==> src/rtl/ata_port_pkg.sv <==
// Package for the device-side ATA DMA handshake port.
// Assumes a single 25 MHz reference clock domain; all pins are sampled inside.
package ata_port_pkg;

    // ************************************************************
    // Widths and timing
    // ************************************************************
    localparam int DATA_W        = 16;     // Every DMA transfer moves one full word.
    localparam int REF_CLK_NS    = 40;     // Reference clock period in ns.
    localparam int STROBE_HALF_NS = 80;    // Least half period of the device data-in strobe.
    // Least half period rounded up to whole clock cycles, never below one.
    localparam int STROBE_HALF_CYC = (STROBE_HALF_NS + REF_CLK_NS - 1) / REF_CLK_NS;
    localparam int SYNC_STAGES   = 2;      // Flip-flops on a pin input, ahead of all logic but its inversion and the chip select OR.

    // Host-side strobe and control pins, after synchronisation, active high.
    typedef struct packed {
        logic dmack;       // Host acknowledges the DMA request.
        logic stop;        // Host ends the burst.
        logic hrdy;        // Host ready for data-in words.
        logic hstrobe;     // Host data-out strobe level.
        logic rd;          // Register read strobe.
        logic wr;          // Register write strobe.
        logic cs_any;      // Either chip select active.
    } host_pins_t;

    // Burst sequencer states.
    typedef enum logic [2:0] {
        ST_IDLE, ST_REQ, ST_DIN, ST_DOUT, ST_DONE
    } burst_state_t;

endpackage : ata_port_pkg

==> src/rtl/ata_pin_sync.sv <==
// Two-flip-flop synchroniser bank for the host pins.
// Assumes inputs are asynchronous to REF_CLK; only the second stage is read.
`timescale 1ns/1ps
module ata_pin_sync #(
    parameter int W = 1
) (
    // Clock and reset.
    input  wire logic         clk_i,
    input  wire logic         rst_n_i,
    // Raw and synchronised levels.
    input  wire logic [W-1:0] async_i,
    output logic      [W-1:0] sync_o
);
    logic [W-1:0] meta_q;  // First stage, read only by the second stage.

    // Both stages reset to zero; the pins are active-high copies here.
    always_ff @(posedge clk_i or negedge rst_n_i) begin
        if (!rst_n_i) begin
            meta_q <= '0;
            sync_o <= '0;
        end else begin
            meta_q <= async_i;
            sync_o <= meta_q;
        end
    end
endmodule : ata_pin_sync

==> src/rtl/ata_dma_handshake_port.sv <==
// Device-side handshake logic for a parallel ATA host port with Ultra DMA.
// Assumes a 25 MHz REF_CLK; all host pins are asynchronous and synchronised here.
// Summary of operation
// - Hold ready low until register access served.
// - Assert device ready during data-out burst.
// - Drop device ready to pause data-out.
// - Toggle data-in strobe, one word per edge.
// - Hold data-in strobe steady to pause.
// - Grounded cable select means master, open slave.
// - Request DMA only once transfer is prepared.
// - Drop request on acknowledge, re-raise if more.
// - DMA always moves full 16-bit words.
// - Capture data-out word on both strobe edges.
// - Host stop or dropped acknowledge ends burst.
`timescale 1ns/1ps
module ata_dma_handshake_port
    import ata_port_pkg::*;
#(
    parameter int DW = DATA_W
) (
    // ************************************************************
    // Clock and reset
    // ************************************************************
    input  wire logic          REF_CLK_I,
    input  wire logic          RST_N_I,
    // Host pins (raw, polarity as on the cable; STOP_I is active high).
    input  wire logic          DMACK_N_I,
    input  wire logic          STOP_I,
    input  wire logic          HDMARDY_N_I,
    input  wire logic          HSTROBE_I,
    input  wire logic          DIOR_N_I,
    input  wire logic          DIOW_N_I,
    input  wire logic          CS0_N_I,
    input  wire logic          CS1_N_I,
    input  wire logic          CSEL_I,
    // Data bus pin as three signals.
    input  wire logic [DW-1:0] DATA_I,
    output logic      [DW-1:0] DATA_O,
    output logic               DATA_OE_O,
    // Device pins to the host.
    output logic               DMARQ_O,
    output logic               DDMARDY_N_O,
    output logic               DSTROBE_O,
    output logic               IORDY_O,
    // Core side: burst control.
    input  wire logic          XFER_READY_I,
    input  wire logic          XFER_DIR_IN_I,
    input  wire logic          REG_READY_I,
    // Core side: data-in words to host.
    input  wire logic [DW-1:0] TX_DATA_I,
    input  wire logic          TX_VALID_I,
    output logic               TX_READY_O,
    // Core side: data-out words from host.
    input  wire logic          RX_READY_I,
    output logic [DW-1:0]      RX_DATA_O,
    output logic               RX_VALID_O,
    // Status.
    output logic               IS_MASTER_O,
    output logic               BURST_ACTIVE_O
);

    // ************************************************************
    // Pin synchronisation
    // ************************************************************
    host_pins_t raw;           // Active-high copy of raw pins.
    host_pins_t hp;            // Synchronised pins.
    logic [DW-1:0] din_s1_q;   // First data stage, read only by the second.
    logic [DW-1:0] din_q;      // Synchronised data bus.
    logic          csel_s1_q;  // First cable select stage.
    logic          csel_q;     // Synchronised cable select.

    always_comb begin
        raw.dmack   = ~DMACK_N_I;
        raw.stop    = STOP_I;
        raw.hrdy    = ~HDMARDY_N_I;
        raw.hstrobe = HSTROBE_I;
        raw.rd      = ~DIOR_N_I;
        raw.wr      = ~DIOW_N_I;
        raw.cs_any  = ~CS0_N_I | ~CS1_N_I;
    end

    ata_pin_sync #(.W($bits(host_pins_t))) u_sync (
        .clk_i   (REF_CLK_I),
        .rst_n_i (RST_N_I),
        .async_i (raw),
        .sync_o  (hp)
    );

    // Data and cable select pass two stages too; data is delayed with strobe alike.
    always_ff @(posedge REF_CLK_I or negedge RST_N_I) begin
        if (!RST_N_I) begin
            din_s1_q  <= '0;
            din_q     <= '0;
            csel_s1_q <= 1'b1;
            csel_q    <= 1'b1;
        end else begin
            din_s1_q  <= DATA_I;
            din_q     <= din_s1_q;
            csel_s1_q <= CSEL_I;
            csel_q    <= csel_s1_q;
        end
    end

    // ************************************************************
    // Master or slave strap
    // ************************************************************
    logic       strap_done_q;  // Strap caught once after reset release.
    logic [1:0] strap_wait_q;  // Edges waited while the strap crosses the synchroniser.
    logic       master_q;      // Low cable select means master.

    // Caught by a clocked process after release, never in the reset branch.
    // Waiting for the synchroniser to fill avoids latching its reset value as the strap.
    always_ff @(posedge REF_CLK_I or negedge RST_N_I) begin
        if (!RST_N_I) begin
            strap_done_q <= 1'b0;
            strap_wait_q <= '0;
            master_q     <= 1'b0;
        end else if (!strap_done_q) begin
            if (strap_wait_q == 2'(SYNC_STAGES)) begin
                strap_done_q <= 1'b1;
                master_q     <= ~csel_q;
            end else begin
                strap_wait_q <= strap_wait_q + 2'h1;
            end
        end
    end
    assign IS_MASTER_O = master_q;

    // ************************************************************
    // Register cycle stretching
    // ************************************************************
    logic reg_cycle;  // Host register cycle in progress.
    assign reg_cycle = hp.cs_any & (hp.rd | hp.wr);

    // Ready stays low during a register cycle until the core can answer.
    always_ff @(posedge REF_CLK_I or negedge RST_N_I) begin
        if (!RST_N_I) IORDY_O <= 1'b1;
        else          IORDY_O <= ~reg_cycle | REG_READY_I;
    end

    // ************************************************************
    // Burst sequencer
    // ************************************************************
    burst_state_t state_q;    // Current burst state.
    logic         hstb_q;     // Previous host strobe level.
    logic [3:0]   half_cnt_q; // Strobe half period counter.
    logic         strobe_q;   // Device data-in strobe level.
    logic         word_due;   // Next data-in edge allowed.

    assign BURST_ACTIVE_O = (state_q == ST_DIN) | (state_q == ST_DOUT);
    // The host must keep chip selects idle during DMA; a register cycle never starts a burst.
    always_ff @(posedge REF_CLK_I or negedge RST_N_I) begin
        if (!RST_N_I) begin
            state_q <= ST_IDLE;
        end else begin
            case (state_q)
                ST_IDLE: if (XFER_READY_I && !hp.cs_any) state_q <= ST_REQ;
                ST_REQ:  if (hp.dmack) state_q <= XFER_DIR_IN_I ? ST_DIN : ST_DOUT;
                ST_DIN:  if (hp.stop || !hp.dmack) state_q <= ST_DONE;
                ST_DOUT: if (hp.stop || !hp.dmack) state_q <= ST_DONE;
                ST_DONE: if (!hp.dmack) state_q <= ST_IDLE;
                default: state_q <= ST_IDLE;
            endcase
        end
    end

    // Request stands in REQ only; falls on acknowledge, rises again for more data.
    assign DMARQ_O = (state_q == ST_REQ) & ~hp.dmack;

    // ************************************************************
    // Data-in: device strobes words to the host
    // ************************************************************
    assign word_due = (state_q == ST_DIN) & hp.dmack & hp.hrdy & ~hp.stop
                      & (half_cnt_q == 4'(STROBE_HALF_CYC - 1));
    assign TX_READY_O = word_due;

    // Strobe toggles once per word; it holds when host pauses or no word is ready.
    always_ff @(posedge REF_CLK_I or negedge RST_N_I) begin
        if (!RST_N_I) begin
            strobe_q   <= 1'b1;
            half_cnt_q <= '0;
            DATA_O     <= '0;
        end else if (state_q != ST_DIN) begin
            strobe_q   <= 1'b1;
            half_cnt_q <= '0;
        end else if (word_due && TX_VALID_I) begin
            DATA_O     <= TX_DATA_I;
            strobe_q   <= ~strobe_q;
            half_cnt_q <= '0;
        end else if (half_cnt_q != 4'(STROBE_HALF_CYC - 1)) begin
            half_cnt_q <= half_cnt_q + 4'h1;
        end
    end
    assign DSTROBE_O = strobe_q;
    assign DATA_OE_O = (state_q == ST_DIN) & hp.dmack;

    // ************************************************************
    // Data-out: device captures words on both host strobe edges
    // ************************************************************
    logic out_rdy;  // Device can take a word.
    assign out_rdy = (state_q == ST_DOUT) & hp.dmack & (~RX_VALID_O | RX_READY_I);
    assign DDMARDY_N_O = ~out_rdy;

    always_ff @(posedge REF_CLK_I or negedge RST_N_I) begin
        if (!RST_N_I) begin
            hstb_q     <= 1'b0;
            RX_DATA_O  <= '0;
            RX_VALID_O <= 1'b0;
        end else begin
            hstb_q <= hp.hstrobe;
            if ((state_q == ST_DOUT) && (hp.hstrobe != hstb_q)) begin
                RX_DATA_O  <= din_q;
                RX_VALID_O <= 1'b1;
            end else if (RX_READY_I) begin
                RX_VALID_O <= 1'b0;
            end
        end
    end

    // ************************************************************
    // Assertions
    // ************************************************************
    AST_IORDY_STRETCH: assert property (@(posedge REF_CLK_I) disable iff (!RST_N_I)
        (reg_cycle && !REG_READY_I) |=> !IORDY_O) else $error("ready not stretched");
    AST_DRDY_ONLY_DOUT: assert property (@(posedge REF_CLK_I) disable iff (!RST_N_I)
        !DDMARDY_N_O |-> (state_q == ST_DOUT)) else $error("device ready outside data-out");
    AST_DRDY_PAUSE: assert property (@(posedge REF_CLK_I) disable iff (!RST_N_I)
        (RX_VALID_O && !RX_READY_I) |-> DDMARDY_N_O) else $error("ready while full");
    AST_STROBE_EDGE: assert property (@(posedge REF_CLK_I) disable iff (!RST_N_I)
        (state_q == ST_DIN && word_due && TX_VALID_I) |=> (DSTROBE_O != $past(DSTROBE_O)))
        else $error("no strobe edge for word");
    AST_STROBE_PAUSE: assert property (@(posedge REF_CLK_I) disable iff (!RST_N_I)
        (state_q == ST_DIN && !hp.hrdy) |=> $stable(DSTROBE_O)) else $error("edge in pause");
    AST_RQ_DROP: assert property (@(posedge REF_CLK_I) disable iff (!RST_N_I)
        hp.dmack |-> !DMARQ_O) else $error("request under acknowledge");
    AST_RQ_PREP: assert property (@(posedge REF_CLK_I) disable iff (!RST_N_I)
        (state_q == ST_IDLE && !XFER_READY_I) |=> !DMARQ_O) else $error("early request");
    AST_CAPTURE: assert property (@(posedge REF_CLK_I) disable iff (!RST_N_I)
        (state_q == ST_DOUT && hp.hstrobe != hstb_q) |=> (RX_VALID_O && RX_DATA_O == $past(din_q)))
        else $error("word not captured");
    AST_STOP_ENDS: assert property (@(posedge REF_CLK_I) disable iff (!RST_N_I)
        (BURST_ACTIVE_O && hp.stop) |=> (state_q == ST_DONE)) else $error("stop ignored");
    AST_IDLE_OUT: assert property (@(posedge REF_CLK_I) disable iff (!RST_N_I)
        !hp.dmack |-> (DDMARDY_N_O && !DATA_OE_O)) else $error("outputs active without ack");
    AST_MASTER: assert property (@(posedge REF_CLK_I) disable iff (!RST_N_I)
        $rose(strap_done_q) |-> (master_q == !$past(csel_q))) else $error("wrong strap");

    COV_DIN: cover property (@(posedge REF_CLK_I) disable iff (!RST_N_I)
        state_q == ST_REQ ##1 state_q == ST_DIN);
    COV_DOUT: cover property (@(posedge REF_CLK_I) disable iff (!RST_N_I)
        state_q == ST_DOUT && hp.hstrobe != hstb_q);
    COV_STOP: cover property (@(posedge REF_CLK_I) disable iff (!RST_N_I)
        BURST_ACTIVE_O && hp.stop);
    COV_STRETCH: cover property (@(posedge REF_CLK_I) disable iff (!RST_N_I) !IORDY_O);

endmodule : ata_dma_handshake_port

==> config.mk <==
export PLATFORM = sky130hd
export DESIGN_NAME = ata_dma_handshake_port
export DESIGN_NICKNAME = d
export VERILOG_FILES = /design/src/rtl/ata_port_pkg.sv /design/src/rtl/ata_pin_sync.sv /design/src/rtl/ata_dma_handshake_port.sv
export SDC_FILE = /design/constraint.sdc
export NUM_CORES = 1
export LEC_CHECK = 0
export BUFFER_PORTS_ARGS = -buffer_cell sky130_fd_sc_hd__clkbuf_2
export CORE_UTILIZATION = 51
export DETAILED_ROUTE_END_ITERATION = 16
export PLACE_DENSITY_LB_ADDON = 0.3
export SETUP_SLACK_MARGIN = 0.3
export SLEW_MARGIN = 0
export SYNTH_ARGS = -nofsm -noshare
export SYNTH_HDL_FRONTEND = slang
export SYNTH_HIERARCHICAL = 1
export SYNTH_SLANG_ARGS = --single-unit
==> constraint.sdc <==
create_clock -name REF_CLK_I -period 2.3 [get_ports REF_CLK_I]
set_input_delay 0.115 -clock REF_CLK_I [delete_from_list [all_inputs] [get_ports REF_CLK_I]]
set_output_delay 0.115 -clock REF_CLK_I [all_outputs]
set_load 0.1 [all_outputs]
Word level (Yosys, flattened, before mapping)
Cells that the tools add are included.

word-level totals
  bits of input ports = 48
  bits in read-only memories = 0
  bits in writable memories = 0
  output and inout bits = 41
  memories kept = 0
  flip-flop bits (word level) = 95
  logic and storage cells = 91
  bits in latches = 0

operators by class
  reductions and logical operators = 15
  div/mod/pow operators = 0
  $add $sub $neg = 2
  order comparisons = 0
  muxes and demuxes = 15
  shifts and indexed selects = 0
  bitwise operators = 29
  eq/ne operators = 13
  multipliers = 0

operators by type and width
  cell                   count
  $not A1 Y1             16
  $mux W3                4
  $mux W4                3
  $pmux W3 S4            1
  $and A1 B1 Y1          8
  $mux W1                7
  $eq A3 B2 Y1 const B   2
  $reduce_and A2 Y1      3
  $or A1 B1 Y1           5
  $add A4 B1 Y4 const B  1
  $eq A4 B1 Y1 const B   1
  $ne A2 B1 Y1 const B   2
  $ne A2 B2 Y1 const B   2
  $ne A4 B1 Y1 const B   1
  $reduce_and A4 Y1      1
  $reduce_bool A2 Y1     2
  $eq A3 B1 Y1 const B   1
  $eq A3 B3 Y1 const B   1
  $logic_and A1 B1 Y1    3
  $logic_not A3 Y1       1
  $ne A3 B2 Y1 const B   1
  $reduce_bool A3 Y1     1
  $add A2 B1 Y2 const B  1
  $eq A2 B2 Y1 const B   1
  4 further kinds        5

Longest topological paths before layout
  depth after elaboration = 8
  gate-level depth with buffers = 7
  mapped depth without buffers = 5

Modules after synthesis
Netlist, hierarchy kept.

modules (own cells, without submodules)
  module                  area an instance (sq um)  cells an instance  instances  seq. area each (sq um)
  ata_dma_handshake_port  2854.0                    176                1          2031.9
  ata_pin_sync            350.3                     14                 1          350.3

Worst setup path before layout
Ideal clock, no wire load.

  path type = register -> output
  start point = reg half_cnt_q[1]
  end point = out TX_READY_O
  path buffers = 1
  slack = -1.956 ns
  cell stages (with the launch flop) = 6
  required time = 2.185 ns
  arrival time = 4.141 ns
  path through = dfrtp_1 > inv_1 > ha_1 > or3b_1 > buf_6 > nor4b_1

between the ends
  longest elaborated chain between the ends = 2

ends and longest elaborated chain
  element                 line                           text
  from (decl)             ata_dma_handshake_port.sv:146  logic [3:0] half_cnt_q;
  from (signal assigned)  ata_dma_handshake_port.sv:191  half_cnt_q <= half_cnt_q + 4'h1;
  $eq A4 B1 Y1            ata_dma_handshake_port.sv:174  & (half_cnt_q == 4'(STROBE_HALF_CYC - 1));
  $and A1 B1 Y1           ata_dma_handshake_port.sv:174
  to (decl)               ata_dma_handshake_port.sv:52   output logic TX_READY_O,

Every way passes these cells.

Final worst setup path
Same ends and word-level chain as after synthesis.

==> impl_metrics.py <==
metrics = {
    "cts": {
        "cts_root_buf": "clkbuf_8",
        "cts_tree": "done",
        "clock_latency_ns": 0.35,
        "clkTransAtPathRegs_ns": 0.09,
        "cts_buffer_depth": 2,
        "numCtsBuffers": 9,
        "clock-sinks": 95,
        "htree_levels": 3,
    },
    "sta": {
        "tightest_slew_ns": 0.573,
        "rsz0062_at_grt": "true",
        "drv_slew": 0,
        "fmax_ghz": 0.495,
        "fin_worst_hold_slack_ns": 0.0185,
        "setup_tns_ns": 0,
        "hold_viol_final": 0,
        "period_minus_slack_ns": 2.02,
        "setup_violations": 0,
        "setup_slack_ns": 0.278,
        "period_share_pct": 87.9,
        "fin_skew_ns": 0.0114,
        "maxSlewHeadroom_pct": 61.8,
    },
    "logic_synthesis": {
        "synth-seq-cells": 95,
        "synth_warnings": 6,
        "yosysSeqAreaShare_pct": 74.3,
        "synth.distinct_cells": 36,
        "synth_area_leaders": "dfrtp_1, mux2_2, mux2_4, dfstp_2, inv_1",
        "syn-num-nets": 241,
        "synth_area_leader_cell": "dfrtp_1",
        "synth_top_area_share_pct": 71.1,
        "synth_edf_count": 0,
        "synth_area_sq_um": 3200,
        "syn-instance-count": 190,
        "ys_async_sr_fraction_pct": 100,
        "synth_flop_cell": "dfrtp_1",
        "syn_avg_cell_area_sq_um": 16.9,
    },
    "placed_design": {
        "gp_congestion": 0.715,
        "io_buffers": 88,
        "post_dp_cell_area_sq_um": 3800,
        "place_ws_ns": 0.367,
        "dp.cells": 353,
        "dp_hpwl_microns": 3540,
    },
    "floorplanning": {
        "initial_core_util_pct": 53.5,
        "die_area_sq_um": 6600,
        "core.rowCount": 28,
        "dieWidth_microns": 81.3,
        "die_y_microns": 81.3,
        "io_pins": 89,
        "core_area_sq_um": 5990,
    },
    "routing": {
        "drc": 0,
        "antenna_left": 0,
        "firstDrtPassIters": 4,
        "wl_per_cell_microns": 14.9,
        "vias_per_cell": 4.81,
        "vias": 2009,
        "drt_iter0_drc": 99,
        "wl_microns": 6230,
    },
    "layout": {
        "nets": 389,
        "diodes": 0,
        "nFillCells": 360,
        "layout-drive-gt1-share_pct": 46.1,
        "layout_commonest_cell": "dfrtp_1",
        "stdcell_count": 418,
        "final_cell_mix": "dfrtp_1, clkbuf_2, dlygate4sd3_1",
        "stdcell_area_sq_um": 4530,
        "area_growth_syn_to_layout_pct": 41.3,
    },
    "setup_path": {
        "crit_path_end_kind": "primary output",
        "r2r_slack_ns": 0.30,
        "rr_worst_depth": 7,
        "r2r_end": "DATA_O[11]$_DFFE_PN0P_",
        "arrival_ns": 1.91,
        "critical_path_peak_fanout": 2,
        "cp.required_ns": 2.18,
        "critical_path_class": "reg2out",
        "reg2reg_from": "half_cnt_q[1]$_DFFE_PN0P_",
        "start_kind": "flip-flop",
    },
    "global_routing": {
        "antenna_found_initial": 0,
        "grt_max_degree": 51,
        "track_usage_pct": 20.2,
        "grt_pass1_vias": 2064,
        "grt_pass1_wl_microns": 9560,
        "overflow": 0,
    },
    "power": {
        "pwr_density_cell_nw_per_um2": 1130,
        "leakagePower_nw": 2.27,
        "vdd_ir_drop_max_uv": 951,
    },
    "outcome": {
        "outcome": "completed",
    },
    "job": {
        "max-cap-violations": 0,
    },
    "worst_hold_path": {
        "worstHoldStart": "TX_DATA_I[2]",
        "worstHoldPathCells": 2,
        "hold_end": "DATA_O[2]$_DFFE_PN0P_",
        "hold_class": "in2reg",
    },
}
## cells in the mapped netlist, types with 3 or more instances
library cell and n:
xor2_1 3, nor2_1 4, o21ai_0 4, mux2_2 22
inv_1 11, ha_1 3, nand2_1 4, dfstp_2 4
dfrtp_1 91, mux2_4 10
## power by group
group / internal [W] / leakage [nW] / switching, W
Clock: 0.000442 / 0.0996 / 0.000588
Combinational: 0.000446 / 0.998 / 0.00161
Sequential: 0.00190 / 1.17 / 0.000148
## layout make-up
class,count,area [sq um],share of cell area [%]
clock buffer,10,138,3.04
clock inverter,6,51.3,1.13
inverter,11,41.3,0.912
multi-input combinational,79,811,17.9
sequential,95,2380,52.6
tap,75,93.8,2.07
timing repair buffer,142,1010,22.3
## registers in the layout, indices dropped and copies added, names as in the netlist
signal         cells
RX_VALID_O         1
DSTROBE_O          1
half_cnt_q         4
strap_done_q       1
din_q             16
strap_wait_q       2
DATA_O            16
RX_DATA_O         16
csel_s1_q          1
IORDY_O            1
state_q            3
IS_MASTER_O        1
u_sync/meta_q      7
u_sync/sync_o      7
hstb_q             1
csel_q             1
din_s1_q          16
## critical path, stage by stage, from the launching register on
cell and delay, ns:
dfrtp_1 0.39, inv_1 0.07, ha_1 0.12, or3b_4 0.38, buf_6 0.13, nor4b_4 0.21
buf_6 0.26
## metrics by stage
step / utilization [%] / power, W
2_1_floorplan: - / 0.00367
3_3_place_gp: 63.4 / 0.00398
3_5_place_dp: 63.4 / 0.00402
4_1_cts: 74.4 / 0.00516
5_1_grt: 75.6 / 0.00533
6_report: 75.6 / 0.00513
## worst max-delay path by stage
stage                                  endpoint                       from  cells past startpoint
after floorplan                      TX_READY_O  half_cnt_q[1]$_DFFE_PN0P_                      5
after global placement    DATA_O[2]$_DFFE_PN0P_  half_cnt_q[1]$_DFFE_PN0P_                      6
after detailed placement  DATA_O[4]$_DFFE_PN0P_  half_cnt_q[1]$_DFFE_PN0P_                      6
after CTS                            TX_READY_O  half_cnt_q[1]$_DFFE_PN0P_                      6
after global routing                 TX_READY_O  half_cnt_q[1]$_DFFE_PN0P_                      6
final                                TX_READY_O  half_cnt_q[1]$_DFFE_PN0P_                      6
## repair_timing
action                     CTS  global route
pin swaps                    0             1
setup endpoints to repair    1            18
hold endpoints to repair    83             0
hold buffers                43             0
gates resized for setup      3            11
cloned                       0             1
setup buffers                4             1
## layer usage
| metal | global-route usage [%] | share of wire [%] | vias up | wire [microns] |
|---|---|---|---|---|
| met4 | 10.0 | 1.4 | 0 | 85 |
| met5 | 0 | 0 | - | 0 |
| li1 | - | - | 940 | - |
| met3 | 3.93 | 3.5 | 10 | 216 |
| met1 | 25.9 | 43 | 998 | 2660 |
| met2 | 33.0 | 53 | 61 | 3270 |
## kinds of logic (layout without fill, tap and decap cells)
family	count (synthesis)	count (layout)	synth area share (%)
AOI/OAI and AO/OA	14	14	2.97
xor gates and xnor gates	5	5	1.37
adders and majority gates	3	3	1.17
buffers and inverters	16	169	2.69
DFF	95	95	74.3
muxes	32	32	12.4
and+or+nand+nor	25	25	5.04
No activity file was read; power rests on OpenSTA's default activity.
